**config.mk**
```make
export PLATFORM = sky130hd
export DESIGN_NAME = qpb_driver_end_flat
export DESIGN_NICKNAME = d
export VERILOG_FILES = /design/src/include/qpb_pkg.sv /design/src/include/qpb_if.sv /design/src/qpb_driver_end.sv /design/src/flat_wrapper.sv
export SDC_FILE = /design/constraint.sdc
export NUM_CORES = 1
export LEC_CHECK = 0
export ABC_AREA = 1
export ABC_CLOCK_PERIOD_IN_PS = 12690
export BUFFER_PORTS_ARGS = -buffer_cell sky130_fd_sc_hd__buf_4
export CAP_MARGIN = 20
export CORE_AREA = 2 2 348 350
export DETAILED_ROUTE_END_ITERATION = 7
export DIE_AREA = 0 0 350 352
export PLACE_DENSITY_LB_ADDON = 0.3
export SYNTH_ARGS = -nofsm -noshare
export SYNTH_HDL_FRONTEND = slang
export SYNTH_HIERARCHICAL = 1
export SYNTH_SLANG_ARGS = --single-unit
```
**constraint.sdc**
```tcl
create_clock -name sys_clk -period 12.69 [get_ports sys_clk]
set_input_delay 1.269 -clock sys_clk [delete_from_list [all_inputs] [get_ports sys_clk]]
set_output_delay 1.269 -clock sys_clk [all_outputs]
set_load 0.01 [all_outputs]
```
**src/include/qpb_pkg.sv**
```systemverilog
// shared constants and helpers for the quad-pumped data bus lanes
package qpb_pkg;

    // ------------------------------------------------------------------
    // bus geometry
    // ------------------------------------------------------------------
    localparam int DATA_W = 64; // full data path width
    localparam int GROUP_W = 16; // lines per strobe and inversion group
    localparam int N_GROUPS = DATA_W / GROUP_W; // strobe pairs and flags
    localparam int BEATS = 4; // words per common bus clock period
    localparam int BEAT_W = 2; // width of a beat index
    localparam int HALF_GROUP = GROUP_W / 2; // inversion threshold
    localparam int FIFO_DEPTH = 16; // words buffered ahead of the driver

    // ------------------------------------------------------------------
    // timing
    // ------------------------------------------------------------------
    localparam int SYS_CLK_NS = 10; // sys_clk period
    localparam int SLOT_NS = 30; // least time given to one beat
    // one beat: data set up, strobe low, strobe released (rounded up)
    localparam int SLOT_CYC = (SLOT_NS + SYS_CLK_NS - 1) / SYS_CLK_NS;
    localparam int SYNC_STAGES = 2; // flops ahead of any logic on pins

    // ------------------------------------------------------------------
    // reset and idle levels
    // ------------------------------------------------------------------
    localparam logic [DATA_W-1:0] LINES_IDLE = {DATA_W{1'b1}};
    localparam logic [N_GROUPS-1:0] STB_IDLE = {N_GROUPS{1'b1}};

    // count the ones in one group of lines
    function automatic logic [4:0] qpb_ones(input logic [GROUP_W-1:0] v);
        logic [4:0] n;
        n = 5'h00;
        for (int i = 0; i < GROUP_W; i++) begin
            n = n + {4'h0, v[i]};
        end
        return n;
    endfunction : qpb_ones

endpackage : qpb_pkg

```
**src/include/qpb_if.sv**
```systemverilog
// pin bundle joining the driving end and the receiving end of the bus
`timescale 1ns/10ps
interface qpb_if;

    // ------------------------------------------------------------------
    // link clock, made by the bench
    // ------------------------------------------------------------------
    logic bclk; // common bus clock

    // ------------------------------------------------------------------
    // driver side of each pin: value and enable
    // ------------------------------------------------------------------
    logic [qpb_pkg::DATA_W-1:0] data_lines_o; // driven line levels
    logic [qpb_pkg::N_GROUPS-1:0] data_strobe_pos_n_o; // positive strobes
    logic [qpb_pkg::N_GROUPS-1:0] data_strobe_neg_n_o; // negative strobes
    logic [qpb_pkg::N_GROUPS-1:0] group_inversion_flag_n_o; // flags
    logic data_valid_n_o; // data valid, low active
    logic bus_oe; // high while the driver owns the pins

    // ------------------------------------------------------------------
    // resolved wire levels, pulled high when nobody drives
    // ------------------------------------------------------------------
    logic [qpb_pkg::DATA_W-1:0] data_lines_n;
    logic [qpb_pkg::N_GROUPS-1:0] data_strobe_pos_n;
    logic [qpb_pkg::N_GROUPS-1:0] data_strobe_neg_n;
    logic [qpb_pkg::N_GROUPS-1:0] group_inversion_flag_n;
    logic data_valid_n;

    assign data_lines_n = bus_oe ? data_lines_o : qpb_pkg::LINES_IDLE;
    assign data_strobe_pos_n = bus_oe ? data_strobe_pos_n_o
                                      : qpb_pkg::STB_IDLE;
    assign data_strobe_neg_n = bus_oe ? data_strobe_neg_n_o
                                      : qpb_pkg::STB_IDLE;
    assign group_inversion_flag_n = bus_oe ? group_inversion_flag_n_o
                                           : qpb_pkg::STB_IDLE;
    assign data_valid_n = bus_oe ? data_valid_n_o : 1'b1;

    modport driver_end (
        input bclk,
        output data_lines_o,
        output data_strobe_pos_n_o,
        output data_strobe_neg_n_o,
        output group_inversion_flag_n_o,
        output data_valid_n_o,
        output bus_oe
    );

    modport receiver_end (
        input data_lines_n,
        input data_strobe_pos_n,
        input data_strobe_neg_n,
        input group_inversion_flag_n,
        input data_valid_n
    );

endinterface : qpb_if

```
**src/qpb_driver_end.sv**
```systemverilog
// driving end of the bus: word buffer and quad-pumped lane driver
// Operation
// - sixty-four data lines shared by both agents
// - driver asserts data valid during transfers
// - four data words per bus clock rise seen while idle with four words buffered; a rise during a burst is missed
// - receiver captures on both strobe falling edges
// - sixteen-line groups, own strobe pair, flag
// - lines 15-0 pair 0; 31-16 pair 1
// - active flag means group lines read inverted
// - invert group when over half would toggle
`timescale 1ns/10ps

// ----------------------------------------------------------------------
// word buffer with valid and ready on both sides
// ----------------------------------------------------------------------
module qpb_fifo #(
    parameter int WIDTH = 64,
    parameter int DEPTH = 16
) (
    input wire logic sys_clk,
    input wire logic sys_rst,
    input wire logic [WIDTH-1:0] in_data,
    input wire logic in_valid,
    output logic in_ready,
    output logic [WIDTH-1:0] out_data,
    output logic out_valid,
    input wire logic out_ready,
    output logic [$clog2(DEPTH):0] level
);
    localparam int AW = $clog2(DEPTH); // index width

    // refuse depths that the wrapping pointers cannot serve
    if (DEPTH < 2 || (1 << AW) != DEPTH) begin : g_depth_check
        $error("qpb_fifo: DEPTH must be a power of two, at least 2");
    end

    logic [WIDTH-1:0] mem_q [DEPTH]; // storage flops
    logic [AW:0] wr_q; // write pointer with wrap bit
    logic [AW:0] rd_q; // read pointer with wrap bit
    logic push; // word accepted this cycle
    logic pop; // word removed this cycle

    assign level = wr_q - rd_q;
    assign in_ready = (level != DEPTH[AW:0] + {AW{1'b0}}) ? 1'b1
                    : 1'b0;
    assign out_valid = (wr_q != rd_q);
    assign out_data = mem_q[rd_q[AW-1:0]];
    assign push = in_valid & in_ready;
    assign pop = out_valid & out_ready;

    // store incoming words
    always_ff @(posedge sys_clk) begin
        if (push) begin
            mem_q[wr_q[AW-1:0]] <= in_data;
        end
    end

    // advance write pointer
    always_ff @(posedge sys_clk) begin
        if (sys_rst) begin
            wr_q <= '0;
        end else if (push) begin
            wr_q <= wr_q + 1'b1;
        end
    end

    // advance read pointer
    always_ff @(posedge sys_clk) begin
        if (sys_rst) begin
            rd_q <= '0;
        end else if (pop) begin
            rd_q <= rd_q + 1'b1;
        end
    end
endmodule : qpb_fifo

// ----------------------------------------------------------------------
// lane driver: one burst of four words per bus clock rise seen in QPB_IDLE with at least four words buffered
// ----------------------------------------------------------------------
module qpb_driver_end #(
    parameter int FIFO_DEPTH = qpb_pkg::FIFO_DEPTH
) (
    input wire logic sys_clk,
    input wire logic sys_rst,
    input wire logic [qpb_pkg::DATA_W-1:0] in_data,
    input wire logic in_valid,
    output logic in_ready,
    qpb_if.driver_end bus
);
    localparam int LW = $clog2(FIFO_DEPTH) + 1; // buffer level width
    localparam int GW = qpb_pkg::GROUP_W; // lines per group
    localparam int BW = qpb_pkg::BEAT_W; // beat index width

    // refuse a buffer below one burst, or a changed beat length
    if (FIFO_DEPTH < qpb_pkg::BEATS) begin : g_depth_check
        $error("qpb_driver_end: buffer must hold one whole burst");
    end
    if (qpb_pkg::SLOT_CYC != 3) begin : g_slot_check
        $error("qpb_driver_end: beat sequencer assumes three cycles");
    end

    typedef enum logic [1:0] {
        QPB_IDLE,
        QPB_SETUP,
        QPB_STROBE,
        QPB_HOLD
    } qpb_drv_state_t;

    // ------------------------------------------------------------------
    // declarations
    // ------------------------------------------------------------------
    qpb_drv_state_t state_q; // beat sequencer state
    logic [qpb_pkg::BEAT_W-1:0] beat_q; // beat within the burst
    logic bclk_s1_q; // first sync flop of the bus clock
    logic bclk_s2_q; // second sync flop
    logic bclk_s3_q; // previous synced level, for edge finding
    logic bclk_rise; // rising edge of the bus clock seen
    logic [qpb_pkg::DATA_W-1:0] head_data; // word at the buffer head
    logic head_valid; // buffer holds a word
    logic pop; // take the head word
    logic [LW-1:0] level; // words buffered
    logic [qpb_pkg::DATA_W-1:0] lines_q; // line levels on the pins
    logic [qpb_pkg::DATA_W-1:0] lines_d; // encoded next levels
    logic [qpb_pkg::N_GROUPS-1:0] inv_n_q; // inversion flags
    logic [qpb_pkg::N_GROUPS-1:0] inv_n_d; // next inversion flags
    logic [qpb_pkg::N_GROUPS-1:0] pos_n_q; // positive strobes
    logic [qpb_pkg::N_GROUPS-1:0] neg_n_q; // negative strobes
    logic valid_n_q; // data valid, low active
    logic oe_q; // pins owned

    // ------------------------------------------------------------------
    // buffer in the data path; its ready stalls the user
    // ------------------------------------------------------------------
    qpb_fifo #(
        .WIDTH(qpb_pkg::DATA_W),
        .DEPTH(FIFO_DEPTH)
    ) u_fifo (
        .sys_clk(sys_clk),
        .sys_rst(sys_rst),
        .in_data(in_data),
        .in_valid(in_valid),
        .in_ready(in_ready),
        .out_data(head_data),
        .out_valid(head_valid),
        .out_ready(pop),
        .level(level)
    );

    // ------------------------------------------------------------------
    // bus clock synchroniser and edge finder
    // ------------------------------------------------------------------
    always_ff @(posedge sys_clk) begin
        if (sys_rst) begin
            bclk_s1_q <= 1'b0;
            bclk_s2_q <= 1'b0;
            bclk_s3_q <= 1'b0;
        end else begin
            bclk_s1_q <= bus.bclk;
            bclk_s2_q <= bclk_s1_q;
            bclk_s3_q <= bclk_s2_q;
        end
    end

    assign bclk_rise = bclk_s2_q & ~bclk_s3_q;

    // a word leaves the buffer at the start of each beat
    assign pop = (state_q == QPB_SETUP) & head_valid;

    // ------------------------------------------------------------------
    // group encoder: pick the polarity that toggles fewer lines
    // ------------------------------------------------------------------
    always_comb begin
        logic [qpb_pkg::GROUP_W-1:0] plain;
        logic [qpb_pkg::GROUP_W-1:0] prev;
        plain = '0;
        prev = '0;
        // group g covers lines g*16+15 down to g*16, with pair and flag g
        for (int g = 0; g < qpb_pkg::N_GROUPS; g++) begin
            // lines are low active, so the plain level is the complement
            plain = ~head_data[g*GW +: GW];
            prev = lines_q[g*GW +: GW];
            if (qpb_pkg::qpb_ones(plain ^ prev) >
                5'(qpb_pkg::HALF_GROUP)) begin
                // send the group true-high and flag it
                lines_d[g*GW +: GW] = ~plain;
                inv_n_d[g] = 1'b0;
            end else begin
                lines_d[g*GW +: GW] = plain;
                inv_n_d[g] = 1'b1;
            end
        end
    end

    // ------------------------------------------------------------------
    // beat sequencer: setup, strobe low, release, four times
    // ------------------------------------------------------------------
    always_ff @(posedge sys_clk) begin
        if (sys_rst) begin
            state_q <= QPB_IDLE;
            beat_q <= '0;
        end else begin
            case (state_q)
                QPB_IDLE: begin
                    // start only with a whole burst on hand
                    if (bclk_rise && level >= LW'(qpb_pkg::BEATS)) begin
                        state_q <= QPB_SETUP;
                        beat_q <= '0;
                    end
                end
                QPB_SETUP: begin
                    state_q <= QPB_STROBE;
                end
                QPB_STROBE: begin
                    state_q <= QPB_HOLD;
                end
                QPB_HOLD: begin
                    // four beats fill one bus clock period
                    if (beat_q == BW'(qpb_pkg::BEATS - 1)) begin
                        state_q <= QPB_IDLE;
                    end else begin
                        beat_q <= beat_q + 1'b1;
                        state_q <= QPB_SETUP;
                    end
                end
                default: begin
                    state_q <= QPB_IDLE;
                end
            endcase
        end
    end

    // ------------------------------------------------------------------
    // data lines and inversion flags
    // ------------------------------------------------------------------
    always_ff @(posedge sys_clk) begin
        if (sys_rst) begin
            lines_q <= qpb_pkg::LINES_IDLE;
            inv_n_q <= qpb_pkg::STB_IDLE;
        end else if (state_q == QPB_SETUP) begin
            lines_q <= lines_d;
            inv_n_q <= inv_n_d;
        end else if (state_q == QPB_IDLE) begin
            // released pins float high; compare against that next time
            lines_q <= qpb_pkg::LINES_IDLE;
            inv_n_q <= qpb_pkg::STB_IDLE;
        end
    end

    // ------------------------------------------------------------------
    // strobes: even beats on the positive pair, odd on the negative
    // ------------------------------------------------------------------
    always_ff @(posedge sys_clk) begin
        if (sys_rst) begin
            pos_n_q <= qpb_pkg::STB_IDLE;
            neg_n_q <= qpb_pkg::STB_IDLE;
        end else if (state_q == QPB_SETUP && !beat_q[0]) begin
            pos_n_q <= '0;
        end else if (state_q == QPB_SETUP) begin
            neg_n_q <= '0;
        end else begin
            pos_n_q <= qpb_pkg::STB_IDLE;
            neg_n_q <= qpb_pkg::STB_IDLE;
        end
    end

    // ------------------------------------------------------------------
    // data valid and pin ownership for the whole burst
    // ------------------------------------------------------------------
    always_ff @(posedge sys_clk) begin
        if (sys_rst) begin
            valid_n_q <= 1'b1;
            oe_q <= 1'b0;
        end else if (state_q == QPB_IDLE) begin
            valid_n_q <= 1'b1;
            oe_q <= 1'b0;
        end else begin
            valid_n_q <= 1'b0;
            oe_q <= 1'b1;
        end
    end

    assign bus.data_lines_o = lines_q;
    assign bus.group_inversion_flag_n_o = inv_n_q;
    assign bus.data_strobe_pos_n_o = pos_n_q;
    assign bus.data_strobe_neg_n_o = neg_n_q;
    assign bus.data_valid_n_o = valid_n_q;
    assign bus.bus_oe = oe_q;

endmodule : qpb_driver_end

```
**src/flat_wrapper.sv**
```systemverilog
// flat-port wrapper written by rule: the top's interface ports become plain ports
module qpb_driver_end_flat 
#(
    parameter int FIFO_DEPTH = qpb_pkg::FIFO_DEPTH
)
  (sys_clk, sys_rst, in_data, in_valid, in_ready, bus_bclk, bus_data_lines_o, bus_data_strobe_pos_n_o, bus_data_strobe_neg_n_o, bus_group_inversion_flag_n_o, bus_data_valid_n_o, bus_bus_oe);
  qpb_if bus_i ();
  input wire logic sys_clk;
  input wire logic sys_rst;
  input wire logic [qpb_pkg::DATA_W-1:0] in_data;
  input wire logic in_valid;
  output logic in_ready;
  input wire logic [$bits(bus_i.bclk)-1:0] bus_bclk;
  output wire logic [$bits(bus_i.data_lines_o)-1:0] bus_data_lines_o;
  output wire logic [$bits(bus_i.data_strobe_pos_n_o)-1:0] bus_data_strobe_pos_n_o;
  output wire logic [$bits(bus_i.data_strobe_neg_n_o)-1:0] bus_data_strobe_neg_n_o;
  output wire logic [$bits(bus_i.group_inversion_flag_n_o)-1:0] bus_group_inversion_flag_n_o;
  output wire logic [$bits(bus_i.data_valid_n_o)-1:0] bus_data_valid_n_o;
  output wire logic [$bits(bus_i.bus_oe)-1:0] bus_bus_oe;
  assign bus_i.bclk = bus_bclk;
  assign bus_data_lines_o = bus_i.data_lines_o;
  assign bus_data_strobe_pos_n_o = bus_i.data_strobe_pos_n_o;
  assign bus_data_strobe_neg_n_o = bus_i.data_strobe_neg_n_o;
  assign bus_group_inversion_flag_n_o = bus_i.group_inversion_flag_n_o;
  assign bus_data_valid_n_o = bus_i.data_valid_n_o;
  assign bus_bus_oe = bus_i.bus_oe;
  qpb_driver_end #(.FIFO_DEPTH(FIFO_DEPTH)) u_core (.sys_clk(sys_clk), .sys_rst(sys_rst), .in_data(in_data), .in_valid(in_valid), .in_ready(in_ready), .bus(bus_i));
endmodule
```
Word level (Yosys, flattened, before mapping)
Memories as Yosys holds them, arrays and structs flattened. A register that Yosys moved wholly into a read port is not among the register bits.
Cells that the tools add are included.

word-level totals
  output and inout port bits = 79
  input port bits = 68
  register bits = 95
  memory bits (writable) = 1024
  memories kept = 1

memories
  name                 depth  width  read ports  clocked after Yosys merged registers in  wr ports  line                  source
  u_core.u_fifo.mem_q  16     64     1           1                                        1         qpb_driver_end.sv:37  logic [WIDTH-1:0] mem_q [DEPTH];

cells by class
  multiplexer cells = 28
  bitwise logic cells = 17
  eq/ne operators = 9
  $add $sub $neg = 64
  order comparisons = 5
  reductions and logical operators = 7

operators by type and width
  cell                                                                   count
  5-bit by 1-bit adder with 5-bit output                                 56
  64-bit 2-to-1 mux                                                      2
  16-bit inverter                                                        8
  16-bit 2-to-1 mux                                                      4
  16-bit XOR                                                             4
  4-bit 2-to-1 mux                                                       7
  5-bit by 4-bit > comparator with 1-bit output, second input constant   4
  5-bit by 1-bit adder with 5-bit output, second input constant          2
  1-bit 2-to-1 mux                                                       10
  1-bit by 1-bit adder with 2-bit output                                 4
  2-bit case mux with 4 select lines                                     1
  2-bit equality test, second input constant                             3
  2-bit 2-to-1 mux                                                       3
  5-bit by 3-bit >= comparator with 1-bit output, second input constant  1
  5-bit != test                                                          1
  5-bit != test, second input constant                                   1
  5-bit subtractor                                                       1
  1-bit bitwise AND                                                      4
  2-bit != test, second input constant                                   2
  2-bit case mux with 2 select lines                                     1
  2-bit nonzero test                                                     2
  3-bit AND reduction                                                    1
  2-bit by 1-bit adder with 2-bit output, second input constant          1
  2-bit by 1-bit equality test with 1-bit output, second input constant  1
  5 further kinds                                                        6

Longest topological paths before layout
Gate-level depths: netlist (run 1).

  depth in word-level cells = 20
  depth in mapped cells = 32
  mapped depth without buffers = 27

Hierarchy
The synthesis (run 1) kept the hierarchy.

modules (own cells, without submodules)
  module          seq. area each (um^2)  instances  area each (um^2)  cells each
  qpb_fifo        31029.8                1          41039.4           3105
  qpb_driver_end  1581.5                 1          6304.8            840

Worst setup path before layout (run 1)
No wires, ideal clock.

  path kind = input -> register
  start = in in_valid
  end = mem u_core.u_fifo.mem_q[3][0], enable pin
  slack = 5.904 ns
  data required time = 12.125 ns
  stages on the path = 4
  buffers on the path = 2
  library setup time = 0.565 ns
  arrival time = 6.221 ns
  path through = clkbuf_1 -> nand2_1 -> buf_2 -> nor3_1

on the way
  word-level cells in the longest chain between the ends = 3

RTL lines
  what                                    line                  source
  from (decl)                             flat_wrapper.sv:11    input wire logic in_valid;
  1-bit bitwise AND                       qpb_driver_end.sv:48  assign push = in_valid & in_ready;
  1-bit 2-to-1 mux                        qpb_driver_end.sv:53  if (push) begin
  1-bit 2-to-1 mux (not written as such)  qpb_driver_end.sv:54  mem_q[wr_q[AW-1:0]] <= in_data;
  to (decl)                               qpb_driver_end.sv:37

Every way passes these cells.

==> impl_metrics.json, run 1 <==
{
  "start_kind": "flop",
  "overflow": 0,
  "critPathMaxStageDelay_ns": 0.77,
  "hold_violations": 0,
  "arrival_ns": 8.56,
  "layout_common_cells": "1024 x edfxtp_1, 780 x nor2_1, 396 x o21ai_0, 270 x nand2_1, 254 x o211ai_1",
  "period_minus_slack_ns": 7.933,
  "via_count": 30500,
  "min_path_cells": 2,
  "clock-sinks": 1117,
  "syn_area_per_cell_sq_um": 12.00,
  "io_buffer_count": 146,
  "grt.total_usage_pct": 20.02,
  "wl_mm": 126.4,
  "place.gp.congestion": 0.8027,
  "crit_family": "adder cells",
  "cts_tree": "built",
  "cts.repair.resized": 0,
  "hp-class": "reg2reg",
  "start_util_pct": 39.67,
  "grt_pass1_vias": 28380,
  "worst_pin_slew_ns": 1.099,
  "netlist_instances": 3945,
  "synthTopCellsByArea": "edfxtp_1 65%, nor2_1 6.2%, o21ai_0 4.2%",
  "synth_top_flop_cell": "edfxtp_1",
  "r2r-end": "u_core/bus.data_lines_o[34]",
  "num_io_pins": 147,
  "dpl_cell_area_sq_um": 49720,
  "drtAntennaViolNets": 0,
  "synth_edf_count": 1024,
  "cts_buffers": 110,
  "rsz0062_at_grt": "false",
  "rows": 127,
  "outcome": "complete, no violations",
  "synth_cell_types": 40,
  "period_share_pct": 62.51,
  "synth_top_area_share_pct": 64.95,
  "antenna_found_initial": 10,
  "drt_iter0_markers": 3341,
  "final_net_count": 4147,
  "core_area_sq_um": 119300,
  "dp_hpwl_mm": 66.26,
  "h-tree-depth": 3,
  "tns_ns": 0,
  "drive_gt1_share_pct": 11.48,
  "cp-end-kind": "flop",
  "synth_nets": 4087,
  "setup_viol": 0,
  "yosysTopAreaCell": "edfxtp_1",
  "drv_cap": 0,
  "slew_headroom_pct": 26.59,
  "synth_area_sq_um": 47340,
  "crit_fanout": 222,
  "final_common_cell": "edfxtp_1",
  "clk_latency_ns": 0.69,
  "max_freq_mhz": 126.1,
  "avgViaCountPerCell": 5.338,
  "final_cell_area_sq_um": 53290,
  "synth_seq_cells": 1117,
  "syn_to_final_growth_pct": 12.56,
  "nFillCells": 10780,
  "min-delay-start": "u_core/bclk_s1_q",
  "postCtsSetupRepairBufs": 0,
  "crit_type": "reg2reg",
  "ys_seq_area_share_pct": 68.88,
  "async_flop_share_pct": 0,
  "critPathSlowestCell": "buf_4",
  "cp_data_required_time_ns": 13.32,
  "yosys_warnings": 6,
  "grt_pass1_wl_mm": 186.5,
  "die_h_um": 352,
  "dr.pass1.iters": 5,
  "hold_end": "u_core/bclk_s2_q",
  "cts_root_buf": "clkbuf_16",
  "clkTransAtPathRegs_ns": 0.06,
  "die_area_sq_um": 123200,
  "drc": 0,
  "die_w_um": 350,
  "grt_start_max_net_pins": 223,
  "clk_path_buf_depth": 3,
  "cp_num_buf_inv": 7,
  "r2r_setup_slack_ns": 4.76,
  "cts_hold_buffers": 0,
  "rr_worst_depth": 25,
  "routedWlPerCell_um": 22.11,
  "skew_ns": 0.02893,
  "drv_slew": 0
}
tightest hold or removal path, delay by kind of cell (launching register included):
kind	cells	cell delay, ns
flops	1	0.30
buf+inv	1	0.04
simple gates	1	0.03
synthesized netlist by cell type (2+ instances only):
master / instances
xnor2_1: 44
o211ai_2: 2
buf_4: 17
fa_1: 41
nor3_1: 17
buf_1: 39
nand4_1: 2
inv_2: 5
nor2_2: 17
clkbuf_1: 108
nor2_1: 782
buf_8: 3
inv_1: 169
edfxtp_1: 1024
nand2_1: 270
buf_2: 58
or2_1: 6
nand3_4: 2
nand2_4: 2
o21ai_1: 180
o211ai_1: 254
or2_0: 15
ha_1: 33
o21ai_0: 396
buf_6: 23
nand2_2: 22
xor2_1: 23
nand4_2: 2
nand3_2: 12
nand3_1: 191
a21oi_1: 37
or2_2: 27
nand3b_1: 23
dfxtp_1: 93
per-stage QoR:
stage / utilization [%] / hold WS [ns] / setup WS [ns] / instances
2_1_floorplan: - / 0.3883 / 5.904 / 3945
3_3_place_gp: 41.67 / 0.3976 / 4.973 / 5505
3_5_place_dp: 41.67 / 0.4023 / 4.866 / 5505
4_1_cts: 44.64 / 0.4124 / 4.825 / 5707
5_1_grt: 44.64 / 0.4495 / 4.178 / 5708
6_report: 44.66 / 0.4107 / 4.757 / 5714
sequential cells by signal, indices dropped and copies added (netlist names), named ones only:
name / count
u_core/u_fifo/mem_q: 1024
u_core/beat_q: 2
u_core/bclk_s2_q: 1
u_core/bclk_s3_q: 1
u_core/bus.data_strobe_pos_n_o: 1
u_core/bus.data_lines_o: 64
u_core/bus.bus_oe: 1
u_core/u_fifo/wr_q: 5
u_core/state_q: 2
u_core/u_fifo/rd_q: 5
u_core/bclk_s1_q: 1
u_core/bus.data_valid_n_o: 1
u_core/bus.data_strobe_neg_n_o: 1
u_core/bus.group_inversion_flag_n_o: 4
final cells by class:
class / instances / area [sq um] / share of cell area [%]
well taps: 1612 / 2017 / 3.785
inverters: 176 / 691.9 / 1.298
clock buffers: 143 / 3010 / 5.649
repair buffers: 198 / 1536 / 2.883
diodes: 7 / 17.52 / 0.03287
multi-input cells: 2402 / 12850 / 24.12
clock inverters: 59 / 540.5 / 1.014
flip-flops and latches: 1117 / 32630 / 61.22
layer usage:
| layer | wire [um] | vias to the layer above | global-route usage (%) |
|---|---|---|---|
| li1 | - | 14140 | - |
| met1 | 56850 | 15270 | 29.16 |
| met2 | 58630 | 932 | 31.44 |
| met3 | 8737 | 149 | 3.269 |
| met4 | 2088 | 8 | 4.474 |
| met5 | 44 | - | 0 |
how the worst max path moves through the flow:
stage	startpoint	to	cells after the start
after floorplan	in_valid	u_core/u_fifo/mem_q[3][0]	4
after global placement	flop	u_core/bus.data_lines_o[34]	25
after detailed placement	flop	u_core/bus.data_lines_o[34]	25
after CTS	flop	u_core/bus.data_lines_o[34]	25
after global routing	flop	u_core/bus.data_lines_o[34]	25
final	flop	u_core/bus.data_lines_o[34]	25
logic make-up (layout without fill, tap and decap cells):
| group | Yosys count | after routing | share of synthesized area (%) |
|---|---|---|---|
| and+or+nand+nor | 1390 | 1390 | 12.51 |
| DFF | 1117 | 1117 | 68.88 |
| AOI/OAI and AO/OA | 871 | 871 | 10.60 |
| buffers and inverters | 426 | 576 | 4.168 |
| adders and majority gates | 74 | 74 | 2.606 |
| xor gates and xnor gates | 67 | 67 | 1.239 |
| other | 0 | 7 | 0 |
Power of run 1 is not shown: default switching activity piles up to over one toggle a cycle in this logic, so the estimate is an artifact.
==> run 2: changes to the inputs <==
--- a/config.mk
+++ b/config.mk
@@ -6,7 +6,7 @@
 export NUM_CORES = 1
 export LEC_CHECK = 0
 export ABC_AREA = 1
-export ABC_CLOCK_PERIOD_IN_PS = 12690
+export ABC_CLOCK_PERIOD_IN_PS = 7100
 export BUFFER_PORTS_ARGS = -buffer_cell sky130_fd_sc_hd__buf_4
 export CAP_MARGIN = 20
 export CORE_AREA = 2 2 348 350
==> constraint.sdc (replaced) <==
create_clock -name sys_clk -period 7.1 [get_ports sys_clk]
set_input_delay 0.71 -clock sys_clk [delete_from_list [all_inputs] [get_ports sys_clk]]
set_output_delay 0.71 -clock sys_clk [all_outputs]
set_load 0.01 [all_outputs]
==> impl_metrics.json, run 2 (same netlist as run 1, synthesis figures left out) <==
{
  "period_share_pct": 90.37,
  "crit_fanout": 146,
  "final_common_cell": "edfxtp_1",
  "core_area_sq_um": 119300,
  "drt_iter0_markers": 2999,
  "drtAntennaViolNets": 0,
  "antenna_found_initial": 12,
  "rows": 127,
  "slew_headroom_pct": 23.17,
  "min_path_cells": 3,
  "layout_common_cells": "1024 x edfxtp_1, 780 x nor2_1, 396 x o21ai_0, 270 x nand2_1, 254 x o211ai_1",
  "dr.pass1.iters": 5,
  "io_buffer_count": 146,
  "place.gp.congestion": 0.7829,
  "r2r_setup_slack_ns": 0.68,
  "routedWlPerCell_um": 21.46,
  "die_area_sq_um": 123200,
  "rr_worst_depth": 24,
  "drv_cap": 0,
  "dpl_cell_area_sq_um": 50140,
  "clk_latency_ns": 0.70,
  "cts_root_buf": "clkbuf_16",
  "gr-max-usage-layer": "met2",
  "num_io_pins": 147,
  "cts_buffers": 107,
  "grt_pass1_wl_mm": 183.1,
  "h-tree-depth": 3,
  "postCtsSetupRepairBufs": 0,
  "outcome": "complete, no violations",
  "grt_start_max_net_pins": 147,
  "use_met3_pct": 3.396,
  "die_w_um": 350,
  "tns_ns": 0,
  "clkTransAtPathRegs_ns": 0.06,
  "cts_tree": "built",
  "arrival_ns": 7.04,
  "crit_type": "reg2reg",
  "final_net_count": 4168,
  "start_kind": "flop",
  "clock-sinks": 1117,
  "wl_mm": 123.0,
  "grt_pass1_vias": 28370,
  "syn_to_final_growth_pct": 12.97,
  "grt.total_usage_pct": 19.63,
  "hold_violations": 0,
  "worst_pin_slew_ns": 1.152,
  "overflow": 0,
  "cp_data_required_time_ns": 7.73,
  "final_core_util_pct": 44.82,
  "rsz0062_at_grt": "false",
  "skew_ns": 0.04074,
  "final_cell_area_sq_um": 53480,
  "start_util_pct": 39.67,
  "hp-class": "in2reg",
  "met2_usage_pct": 30.74,
  "max_freq_mhz": 155.9,
  "min-delay-start": "bus_bclk",
  "period_minus_slack_ns": 6.416,
  "dp_hpwl_mm": 65.66,
  "avgViaCountPerCell": 5.280,
  "gr-usage-met1_pct": 28.39,
  "cts.repair.resized": 0,
  "drv_slew": 0,
  "via_count": 30250,
  "drc": 0,
  "cp-end-kind": "flop",
  "setup_viol": 0,
  "largest_reg_flops": 1024,
  "cts_hold_buffers": 0,
  "drive_gt1_share_pct": 11.83,
  "clk_path_buf_depth": 3,
  "die_h_um": 352
}
[run 2: cell types whose count changed in the layout (fill, tap and decap cells not counted), sizes merged]
cell      before  now
buf          198  222
bufinv         9    6
clkbuf       143  141
clkinv        43   41
clkinvlp       4    5
diode          7    3
inv          179  181
[run 2: worst paths after layout]
| path | endpoint |
|---|---|
| worst min-delay path | u_core/bclk_s1_q |
| worst min register to register | u_core/bclk_s2_q |
| worst max-delay path | u_core/bus.data_lines_o[51] |
| worst max register to register | u_core/bus.data_lines_o[51] |
[run 2: final cells by class]
type                       count  area [sq um]
antenna                        3         7.507
sequential                  1117         32630
clock buffer                 141          2880
tap                         1612          2017
fill                       10670         65850
clock inverter                57         460.4
multi-input combinational   2402         12850
inverter                     176         691.9
timing repair buffer         222          1948
[run 2: metrics by stage]
step | setup WS [ns] | hold WS (ns) | instances
detailed placement | 0.7699 | 0.4121 | 5529
floorplan | 0.4915 | 0.3883 | 3945
global route | 0.2492 | 0.2098 | 5728
CTS | 0.6970 | 0.1863 | 5727
global placement | 0.8161 | 0.4166 | 5525
finish | 0.6837 | 0.2398 | 5730
[run 2: per-layer routing]
metal	routed length (um)	vias up
met4	2053	18
met2	56960	923
met3	8276	137
met5	101	-
li1	-	14180
met1	55590	15000
[run 2: critical path, stage by stage (launching register included)]
cell and delay [ns]:
dfxtp_4 0.50, clkinv_16 0.34, buf_12 0.34, buf_4 0.20
nor2_1 0.10, o211ai_1 0.11, o211ai_1 0.14, nand2_1 0.17
xnor2_1 0.19, fa_1 0.58, fa_1 0.45, fa_1 0.54
inv_1 0.05, fa_1 0.47, inv_1 0.07, ha_1 0.16
inv_1 0.05, fa_1 0.40, o21ai_0 0.17, nand2_1 0.41
nand2_2 0.48, nand2_1 0.09, nand3_1 0.08, nand2_1 0.06
inv_1 0.04
Power of run 2 is left out for the same reason.
